$ cat src/hs_pwm_pkg.sv
/*
 * Shared constants for the high-side PWM bank and the system scratch
 * register: register indices, field positions, reset values, timing.
 * Assumes a single core clock that is the on-chip oscillator.
 */
package hs_pwm_pkg;

   // ==========================================================
   // Clock and timing
   // ==========================================================
   localparam int CLK_HZ        = 10_000_000; // Core oscillator rate
   localparam int RATE_SLOW_HZ  = 100;        // Rate select low
   localparam int RATE_FAST_HZ  = 200;        // Rate select high
   localparam int DUTY_STEPS    = 1024;       // Steps per period
   // Cycles per duty step, rounded down, never below one
   localparam int STEP_SLOW_CYC = (CLK_HZ / (RATE_SLOW_HZ * DUTY_STEPS) < 1) ? 1
                                : CLK_HZ / (RATE_SLOW_HZ * DUTY_STEPS);
   localparam int STEP_FAST_CYC = (CLK_HZ / (RATE_FAST_HZ * DUTY_STEPS) < 1) ? 1
                                : CLK_HZ / (RATE_FAST_HZ * DUTY_STEPS);
   localparam int PRESC_W       = 16;         // Step prescaler width

   // ==========================================================
   // Bus and register map
   // ==========================================================
   localparam int ADDR_W = 8;                 // Byte address width
   localparam int DATA_W = 32;                // Wishbone data width
   localparam int REG_W  = 16;                // Register width
   localparam int NUM_GEN = 4;                // Generator count
   localparam logic [ADDR_W-1:0] PWM_SETUP_IDX  = 8'h0A;
   localparam logic [ADDR_W-1:0] SCRATCH_IDX    = 8'h0B;
   localparam logic [ADDR_W-1:0] GEN_STATUS_IDX = 8'h0C;
   localparam logic [ADDR_W-1:0] PWM_SETUP_ADDR  = {PWM_SETUP_IDX[5:0], 2'b00};
   localparam logic [ADDR_W-1:0] SCRATCH_ADDR    = {SCRATCH_IDX[5:0], 2'b00};
   localparam logic [ADDR_W-1:0] GEN_STATUS_ADDR = {GEN_STATUS_IDX[5:0], 2'b00};

   // ==========================================================
   // Field layout of the PWM setup register
   // ==========================================================
   localparam int RATE_BIT = 14;
   localparam int DUTY_HI  = 13;
   localparam int DUTY_LO  = 4;
   localparam int SEL_HI   = 2;
   localparam int SEL_LO   = 0;
   localparam int SEL_TOP  = 2;                // Set means no generator
   localparam int DUTY_W   = DUTY_HI - DUTY_LO + 1;
   localparam int STAT_MODE_BIT = 4;           // Status: normal mode
   localparam logic [REG_W-1:0]  SETUP_RW_MASK     = 16'h7FF7;
   localparam logic [REG_W-1:0]  RESTART_KEEP_MASK = 16'h7FF0;
   localparam logic [DUTY_W-1:0] DUTY_OFF = 10'h000;
   localparam logic [DUTY_W-1:0] DUTY_ON  = 10'h3FF;

   // ==========================================================
   // Reset values
   // ==========================================================
   localparam logic [REG_W-1:0]  PWM_SETUP_RST = 16'h0000;
   localparam logic [REG_W-1:0]  SCRATCH_RST   = 16'h0000;
   localparam logic [DATA_W-1:0] UNMAPPED_RD   = 32'h0000_0000;

endpackage : hs_pwm_pkg

$ cat src/hs_pwm_ifs.sv
/*
 * Carriers between the bank top and its generator and scratch modules.
 * Assumes the package hs_pwm_pkg is compiled first.
 */
`timescale 1ns/1ps

// ==========================================================
// One generator's configuration and output
// ==========================================================
interface pwm_cfg_if;
   logic                          load;    // Store rate and duty
   logic                          rate;    // Rate select
   logic [hs_pwm_pkg::DUTY_W-1:0] duty;    // Duty steps
   logic                          pwm_out; // Switch drive
   modport bank (output load, rate, duty, input pwm_out);
   modport gen  (input load, rate, duty, output pwm_out);
endinterface : pwm_cfg_if

// ==========================================================
// Scratch storage access from the bus slave
// ==========================================================
interface scratch_if;
   logic                         wr;      // Write strobe
   logic [hs_pwm_pkg::REG_W-1:0] wmask;   // Byte lane mask
   logic [hs_pwm_pkg::REG_W-1:0] wdata;   // Write data
   logic [hs_pwm_pkg::REG_W-1:0] rdata;   // Stored value
   modport bank  (output wr, wmask, wdata, input rdata);
   modport store (input wr, wmask, wdata, output rdata);
endinterface : scratch_if

$ cat src/hs_pwm_bank.sv
/*
 * Banked PWM setup register, four high-side PWM generators and the
 * system scratch register, behind a classic Wishbone slave.
 * Assumes SOFT_RESET, RESTART and NORMAL_MODE come from on-chip logic
 * on CORE_CLK, and that CORE_CLK is the on-chip oscillator.
 */
`timescale 1ns/1ps

module hs_pwm_bank #(
   parameter int STEP_SLOW = hs_pwm_pkg::STEP_SLOW_CYC, // Cycles per step, slow rate
   parameter int STEP_FAST = hs_pwm_pkg::STEP_FAST_CYC  // Cycles per step, fast rate
) (
   // Clock and reset
   input  wire logic                          CORE_CLK,
   input  wire logic                          RST,
   // Device mode and reset events
   input  wire logic                          SOFT_RESET,
   input  wire logic                          RESTART,
   input  wire logic                          NORMAL_MODE,
   // Wishbone slave
   input  wire logic                          WB_CYC_I,
   input  wire logic                          WB_STB_I,
   input  wire logic                          WB_WE_I,
   input  wire logic [hs_pwm_pkg::ADDR_W-1:0] WB_ADR_I,
   input  wire logic [3:0]                    WB_SEL_I,
   input  wire logic [hs_pwm_pkg::DATA_W-1:0] WB_DAT_I,
   output      logic [hs_pwm_pkg::DATA_W-1:0] WB_DAT_O,
   output      logic                          WB_ACK_O,
   // High-side switch drives
   output      logic [hs_pwm_pkg::NUM_GEN-1:0] HIGH_SIDE_SWITCH_PWM
);

   // ==========================================================
   // Declarations
   // ==========================================================
   localparam int RW = hs_pwm_pkg::REG_W;
   localparam int DW = hs_pwm_pkg::DATA_W;
   localparam int NG = hs_pwm_pkg::NUM_GEN;

   logic          ack, next_ack;          // Registered acknowledge
   logic [DW-1:0] rdat, next_rdat;        // Registered read data
   logic [RW-1:0] setup, next_setup;      // PWM setup register
   logic          req;                    // Request present
   logic          wr_take;                // Write takes effect now
   logic [RW-1:0] lane_mask;              // Byte lanes of the low half
   logic [RW-1:0] merged;                 // Setup after a write
   logic [RW-1:0] base;                   // Setup after restart
   logic [NG-1:0] gen_load;               // Per generator load
   logic [NG-1:0] gen_out;                // Per generator drive
   logic          hit_setup;              // Address is setup
   logic          hit_scratch;            // Address is scratch
   logic          hit_status;             // Address is status
   logic [RW-1:0] setup_view;             // Setup as read back
   logic [RW-1:0] status_view;            // Status as read back

   pwm_cfg_if     gen_if [NG] ();         // Generator carriers
   scratch_if     scr_if ();              // Scratch carrier

   // ==========================================================
   // Address decode and request
   // ==========================================================
   assign req         = WB_CYC_I & WB_STB_I;
   assign hit_setup   = (WB_ADR_I == hs_pwm_pkg::PWM_SETUP_ADDR);
   assign hit_scratch = (WB_ADR_I == hs_pwm_pkg::SCRATCH_ADDR);
   assign hit_status  = (WB_ADR_I == hs_pwm_pkg::GEN_STATUS_ADDR);
   // Write lands on the edge where the master sees ack
   assign wr_take     = req & WB_WE_I & ack;
   // Only lanes 0 and 1 carry register bits
   assign lane_mask   = {{8{WB_SEL_I[1]}}, {8{WB_SEL_I[0]}}};

   // ==========================================================
   // Bus handshake next state
   // ==========================================================
   always_comb begin
      // Ack one cycle after the request, dropped the cycle after
      next_ack  = req & ~ack;
      next_rdat = rdat;
      if (req & ~ack) begin
         if (WB_WE_I) begin
            // Writes return zero data
            next_rdat = hs_pwm_pkg::UNMAPPED_RD;
         end else if (hit_setup) begin
            next_rdat = {{(DW - RW){1'b0}}, setup_view};
         end else if (hit_scratch) begin
            next_rdat = NORMAL_MODE ? {{(DW - RW){1'b0}}, scr_if.rdata}
                                    : hs_pwm_pkg::UNMAPPED_RD;
         end else if (hit_status) begin
            next_rdat = {{(DW - RW){1'b0}}, status_view};
         end else begin
            // Unmapped address reads zero
            next_rdat = hs_pwm_pkg::UNMAPPED_RD;
         end
      end
   end

   // ==========================================================
   // Bus handshake registers
   // ==========================================================
   always_ff @(posedge CORE_CLK or posedge RST) begin
      if (RST) begin
         ack  <= 1'b0;
         rdat <= '0;
      end else begin
         ack  <= next_ack;
         rdat <= next_rdat;
      end
   end

   assign WB_ACK_O = ack;
   assign WB_DAT_O = rdat;

   // ==========================================================
   // Read views
   // ==========================================================
   // Reserved bits forced to zero
   assign setup_view = setup & hs_pwm_pkg::SETUP_RW_MASK;

   // Live switch drives and the mode bit
   always_comb begin
      status_view = '0;
      status_view[NG-1:0] = gen_out;
      status_view[hs_pwm_pkg::STAT_MODE_BIT] = NORMAL_MODE;
   end

   // ==========================================================
   // PWM setup register next state
   // ==========================================================
   always_comb begin
      next_setup = setup;
      gen_load   = '0;
      base   = RESTART ? (setup & hs_pwm_pkg::RESTART_KEEP_MASK) : setup;
      merged = ((base & ~lane_mask) | (WB_DAT_I[RW-1:0] & lane_mask))
             & hs_pwm_pkg::SETUP_RW_MASK;
      if (wr_take & hit_setup) begin
         next_setup = merged;
         // Top selector bit means no generator
         if (!merged[hs_pwm_pkg::SEL_TOP]) begin
            gen_load[merged[1:0]] = 1'b1;
         end
      end else begin
         next_setup = base;
      end
      if (SOFT_RESET) begin
         next_setup = hs_pwm_pkg::PWM_SETUP_RST;
         gen_load   = '0;
      end
   end

   // ==========================================================
   // PWM setup register
   // ==========================================================
   // Power-on clears the register
   always_ff @(posedge CORE_CLK or posedge RST) begin
      if (RST) begin
         setup <= hs_pwm_pkg::PWM_SETUP_RST;
      end else begin
         setup <= next_setup;
      end
   end

   // ==========================================================
   // Generators
   // ==========================================================
   // One generator per switch
   for (genvar g = 0; g < NG; g++) begin : gen_bank
      // Rate bit selects 100 or 200 Hz
      assign gen_if[g].rate = merged[hs_pwm_pkg::RATE_BIT];
      assign gen_if[g].duty = merged[hs_pwm_pkg::DUTY_HI:hs_pwm_pkg::DUTY_LO];
      assign gen_if[g].load = gen_load[g];
      assign gen_out[g]     = gen_if[g].pwm_out;

      pwm_generator #(
         .STEP_SLOW (STEP_SLOW),
         .STEP_FAST (STEP_FAST)
      ) u_gen (
         .clk      (CORE_CLK),
         .rst      (RST),
         .soft_clr (SOFT_RESET),
         .cfg      (gen_if[g])
      );
   end

   // Registered drives go straight to the switch pins
   assign HIGH_SIDE_SWITCH_PWM = gen_out;

   // ==========================================================
   // Scratch register
   // ==========================================================
   // Writes honoured in normal mode only
   assign scr_if.wr    = wr_take & hit_scratch & NORMAL_MODE;
   assign scr_if.wmask = lane_mask;
   assign scr_if.wdata = WB_DAT_I[RW-1:0];

   // Restart never reaches the scratch store
   // Only the bus slave, SOFT_RESET and RST touch it
   scratch_store u_scratch (
      .clk      (CORE_CLK),
      .rst      (RST),
      .soft_clr (SOFT_RESET),
      .acc      (scr_if)
   );

endmodule : hs_pwm_bank

$ cat src/pwm_generator.sv
/*
 * One PWM generator: prescaled step counter, 1024 steps per period,
 * registered output. Assumes the core clock is the on-chip oscillator.
 */
`timescale 1ns/1ps

module pwm_generator #(
   parameter int STEP_SLOW = hs_pwm_pkg::STEP_SLOW_CYC, // Cycles per step, slow
   parameter int STEP_FAST = hs_pwm_pkg::STEP_FAST_CYC  // Cycles per step, fast
) (
   // Clock and reset
   input  wire logic clk,
   input  wire logic rst,
   input  wire logic soft_clr,
   // Configuration and output
   pwm_cfg_if.gen    cfg
);
   localparam int PW = hs_pwm_pkg::PRESC_W;
   localparam int DW = hs_pwm_pkg::DUTY_W;
   localparam logic [PW-1:0] LIM_SLOW = PW'(STEP_SLOW - 1);
   localparam logic [PW-1:0] LIM_FAST = PW'(STEP_FAST - 1);

   logic          rate, next_rate;   // Stored rate select
   logic [DW-1:0] duty, next_duty;   // Stored duty
   logic [PW-1:0] presc, next_presc; // Step prescaler
   logic [DW-1:0] step, next_step;   // Position in period
   logic          out, next_out;     // Registered drive

   // ==========================================================
   // Next state
   // ==========================================================
   always_comb begin
      next_rate  = rate;
      next_duty  = duty;
      next_presc = presc + PW'(1);
      next_step  = step;
      if (presc >= (rate ? LIM_FAST : LIM_SLOW)) begin
         next_presc = '0;
         next_step  = step + DW'(1);
      end
      if (cfg.load) begin
         next_rate = cfg.rate;
         next_duty = cfg.duty;
      end
      if (soft_clr) begin
         next_rate  = 1'b0;
         next_duty  = hs_pwm_pkg::DUTY_OFF;
         next_presc = '0;
         next_step  = '0;
      end
      // Off, on, or fraction of 1024
      if (duty == hs_pwm_pkg::DUTY_OFF) begin
         next_out = 1'b0;
      end else if (duty == hs_pwm_pkg::DUTY_ON) begin
         next_out = 1'b1;
      end else begin
         next_out = (step < duty);
      end
   end

   // ==========================================================
   // Registers
   // ==========================================================
   // New settings apply mid period
   always_ff @(posedge clk or posedge rst) begin
      if (rst) begin
         rate  <= 1'b0;
         duty  <= '0;
         presc <= '0;
         step  <= '0;
         out   <= 1'b0;
      end else begin
         rate  <= next_rate;
         duty  <= next_duty;
         presc <= next_presc;
         step  <= next_step;
         out   <= next_out;
      end
   end

   assign cfg.pwm_out = out;

endmodule : pwm_generator

$ cat src/scratch_store.sv
/*
 * Sixteen-bit scratch storage with byte lane writes. Only the bus
 * slave reads or writes it; other logic only clears it, on soft_clr or rst.
 */
`timescale 1ns/1ps

module scratch_store (
   // Clock and reset
   input  wire logic clk,
   input  wire logic rst,
   input  wire logic soft_clr,
   // Bus side access
   scratch_if.store  acc
);
   logic [hs_pwm_pkg::REG_W-1:0] value, next_value; // Stored word

   // ==========================================================
   // Next value
   // ==========================================================
   always_comb begin
      next_value = value;
      if (acc.wr) begin
         next_value = (value & ~acc.wmask) | (acc.wdata & acc.wmask);
      end
      if (soft_clr) begin
         next_value = hs_pwm_pkg::SCRATCH_RST;
      end
   end

   // ==========================================================
   // Register
   // ==========================================================
   always_ff @(posedge clk or posedge rst) begin
      if (rst) begin
         value <= hs_pwm_pkg::SCRATCH_RST;
      end else begin
         value <= next_value;
      end
   end

   assign acc.rdata = value;

endmodule : scratch_store

$ cat config.mk
export PLATFORM = sky130hd
export DESIGN_NAME = hs_pwm_bank
export DESIGN_NICKNAME = d
export VERILOG_FILES = /design/src/hs_pwm_pkg.sv /design/src/hs_pwm_ifs.sv /design/src/hs_pwm_bank.sv /design/src/pwm_generator.sv /design/src/scratch_store.sv
export SDC_FILE = /design/constraint.sdc
export NUM_CORES = 1
export LEC_CHECK = 0
export BUFFER_PORTS_ARGS = -buffer_cell sky130_fd_sc_hd__buf_2
export CAP_MARGIN = 20
export CORE_MARGIN = 4
export CORE_UTILIZATION = 55
export CTS_CLUSTER_DIAMETER = 60
export DETAILED_ROUTE_END_ITERATION = 8
export GPL_TIMING_DRIVEN = 0
export PLACE_DENSITY = 0.81
export SYNTH_ARGS = -nofsm -noshare
export SYNTH_HDL_FRONTEND = slang
export SYNTH_HIERARCHICAL = 1
export SYNTH_SLANG_ARGS = --single-unit
export TNS_END_PERCENT = 1
$ cat constraint.sdc
create_clock -name CORE_CLK -period 3.5 [get_ports CORE_CLK]
set_input_delay 0.7 -clock CORE_CLK [delete_from_list [all_inputs] [get_ports CORE_CLK]]
set_output_delay 0.7 -clock CORE_CLK [all_outputs]
set_load 0.05 [all_outputs]
==> run metrics <==
power per cell area=384.0 nW/µm²; Ant. Diodes=0; Adder-Cell Fraction of Synth Area=7.608%; initial antenna violation count=0; main combinational cell family by area after synthesis=simple AND/OR/NAND/NOR gates; DRT Pass-1 Iters=5; complex-gate fraction of the synthesized area=12.57%; Power, Total=4.553 mW; post-synth top area share=47.31%; Worst Setup Start Kind=primary input; via count=7,773; Yosys reg bits=199; final-report setup violation count=0; vias in the first global route=7,611; Starting Density=56.08%; gr ovfl total=0; most frequent cells in the layout=dfrtp_1 (199), nor2_1 (121), ha_1 (64); layout cell share with drive strength beyond 1=15.47%; CTS tree=built; Pleak=5.295 nW; GP Congestion=0.8532; Via density=5.695; core area=18,770 µm²; post-synthesis cell area=10,530 µm²; status=complete, no violations; minimum clock period=3.037 ns; cells taking the most area after synthesis=dfrtp_1 (47%), ha_1 (7.6%), mux2i_1 (5.6%), nor2_1 (4.3%), a21oi_1 (2.7%); Final Cycle Share=86.79%; Clock Pin Slew Worst Setup and Hold Paths=0.08 ns; final WL=22,010 µm; first-pass GRT wire length=36,890 µm; cell taking the most area after synthesis=dfrtp_1; multiplexer share of the synthesized area=6.788%; Unique masters post-synth=53; Setup Skew=0.01309 ns; Routed Antenna Nets=0; MaxCap Viol Count=0; die height=146.3 µm; top_reg_cell synth=dfrtp_1; Clock Latency Late Sink=0.44 ns; Simple-Gate Fraction of Synth Area=17.26%; root buffer cell=clkbuf_16; std cell rows=50; Synth Instances=1,001; unrepaired setup endpoints after global routing=no; clock sink total=199; Req. time, crit path=3.80 ns; Fin Setup TNS=0 ns; Slew Viols, Final=0; commonest non-fill, non-tap cell in the layout=dfrtp_1; synthesis-to-layout area growth=12.65%; port bufs=54; yosys warns=6; Slew HR=47.66%; Async S/R FF share, synth=100.0%; routed len/inst=16.12 µm; post-cts sizing count=0; Total GRT Usage=20.86%; H-tree level count=4; residual DRC count=0; largest fanout on the critical path=10; cts bufs inserted=17; Setup crit end kind=flop; Peak supply drop=0.0002564 V; die width=146.3 µm; post-detail-place hpwl=15,360 µm; syn avg cell area=10.51 µm²; Fmax=329.2 MHz; I/O Pins=89; Critical Path AT=3.34 ns; fin util=63.17%; post-synthesis xor/xnor area fraction=2.330%; Least-Margin Pin Slew=0.7840 ns; post-CTS setup buffers=0; largest net degree at the start of global routing=39; CTS Buffer Depth=2; Detailed Route Iter0 Violations=506; hold buffers post-CTS=0; sequential share of the synthesized area=47.31%; CP Class=primary input to flop; Setup WS post-layout=0.4625 ns; Place WS=0.04872 ns; Final #Nets=1,234; number of synthesized flops with an enable pin=0; Final Hold Viols=0; Die Footprint=21,410 µm²; worst hold-check path type=primary input to async pin
report_power, final:
part           leakage (nW)  internal, mW  switching, mW
logic                  2.31        0.0877          0.208
registers              2.70          2.33         0.0238
clock network         0.285         0.957          0.949
total                  5.30          3.37           1.18
kinds of logic after synthesis:
group,count (synthesis)
AOI/OAI and AO/OA,184
xor gates and xnor gates,28
adders and majority gates,64
buffers and inverters,114
DFF,199
muxes,70
other,5
and+or+nand+nor,337
synthesized netlist by cell type, types with 3 or more instances:
master       n
or3_1       22
buf_6        4
a21oi_1     56
a211oi_1    10
o31a_1       4
nor2_1     121
ha_1        64
buf_2        6
o31a_4       4
nor2b_1      4
and2_1       4
o21ai_1     16
or4_1       24
conb_1       5
inv_1       60
nor3_1       5
nand3b_1     5
a21bo_1     14
o41ai_1      3
nand4_1     29
xor2_1      16
xnor2_1     12
or4_4        4
a2bb2oi_1    3
buf_4       21
mux2i_1     59
o21ai_2      4
nor4_1       4
nand2b_1    19
nand3_1     55
buf_1        8
a21oi_2     14
o21ai_0      7
o31ai_1     13
mux2_2      11
nand2_1     28
nor4_4       6
buf_12       5
a22o_1      11
a21o_1      14
o21a_1       6
dfrtp_1    199
clkbuf_1     9
through the flow:
step                      area, µm²  instances  hold slack, ns
after global routing          11860       1365          0.4081
after global placement        11250       1332          0.4532
after floorplan               10690       1044          0.4398
after detailed placement      11280       1333          0.4577
final                         11860       1365          0.3745
after CTS                     11860       1365          0.3739
sequential cells by signal, summed over array words and instances, names as in the netlist:
| name | flops |
|---|---|
| gen_bank.u_gen/presc | 64 |
| gen_bank.u_gen/duty | 40 |
| gen_bank.u_gen/step | 40 |
| WB_DAT_O | 16 |
| u_scratch/acc.rdata | 16 |
| setup | 14 |
| gen_bank.u_gen/cfg.pwm_out | 4 |
| gen_bank.u_gen/rate | 4 |
| WB_ACK_O | 1 |
layout make-up:
class	count	area, µm²
Clock buffer	17	425.4
Fill cell	1443	6912
Sequential cell	199	4980
Clock inverter	15	153.9
Buffer	54	401.6
Tap cell	234	292.8
Timing Repair Buffer	55	297.8
Multi-Input combinational cell	731	5080
Inverter	60	225.2
critical path, stage by stage:
cell and delay (ns):
buf_2 0.10, or3_1 0.35, clkbuf_1 0.22, nor4_4 0.27, buf_6 0.22, buf_12 0.15, nand3_1 0.10, nor2_1 0.30
buf_1 0.57, mux2i_1 0.28, nor2_1 0.06
path summary, 6_finish.rpt:
| check | from | end | slack (ns) | depth (start not counted) |
|---|---|---|---|---|
| min in group CORE_CLK | u_scratch/acc.rdata[13] | WB_DAT_O[13] | 0.47 | 1 |
| max in group asynchronous | RST | gen_bank[1].u_gen/duty[8] | 2.49 | 2 |
| min reg2reg | u_scratch/acc.rdata[13] | WB_DAT_O[13] | 0.47 | 1 |
| max | WB_ADR_I[1] | gen_bank[3].u_gen/duty[4] | 0.46 | 11 |
| max reg2reg | WB_ACK_O | gen_bank[3].u_gen/duty[4] | 0.92 | 9 |
| min | RST | setup[6] | 0.37 | 2 |
per-layer routing:
metal  GRT usage (%)  vias up  part of all wire [%]
li1                -     3738                     -
met1           28.16     3822                    45
met2           34.22      180                    48
met3           3.414       33                   4.3
met4           7.667        0                   2.3
met5               0        -                     0
Note: power is estimated with default switching activity, not from simulation.
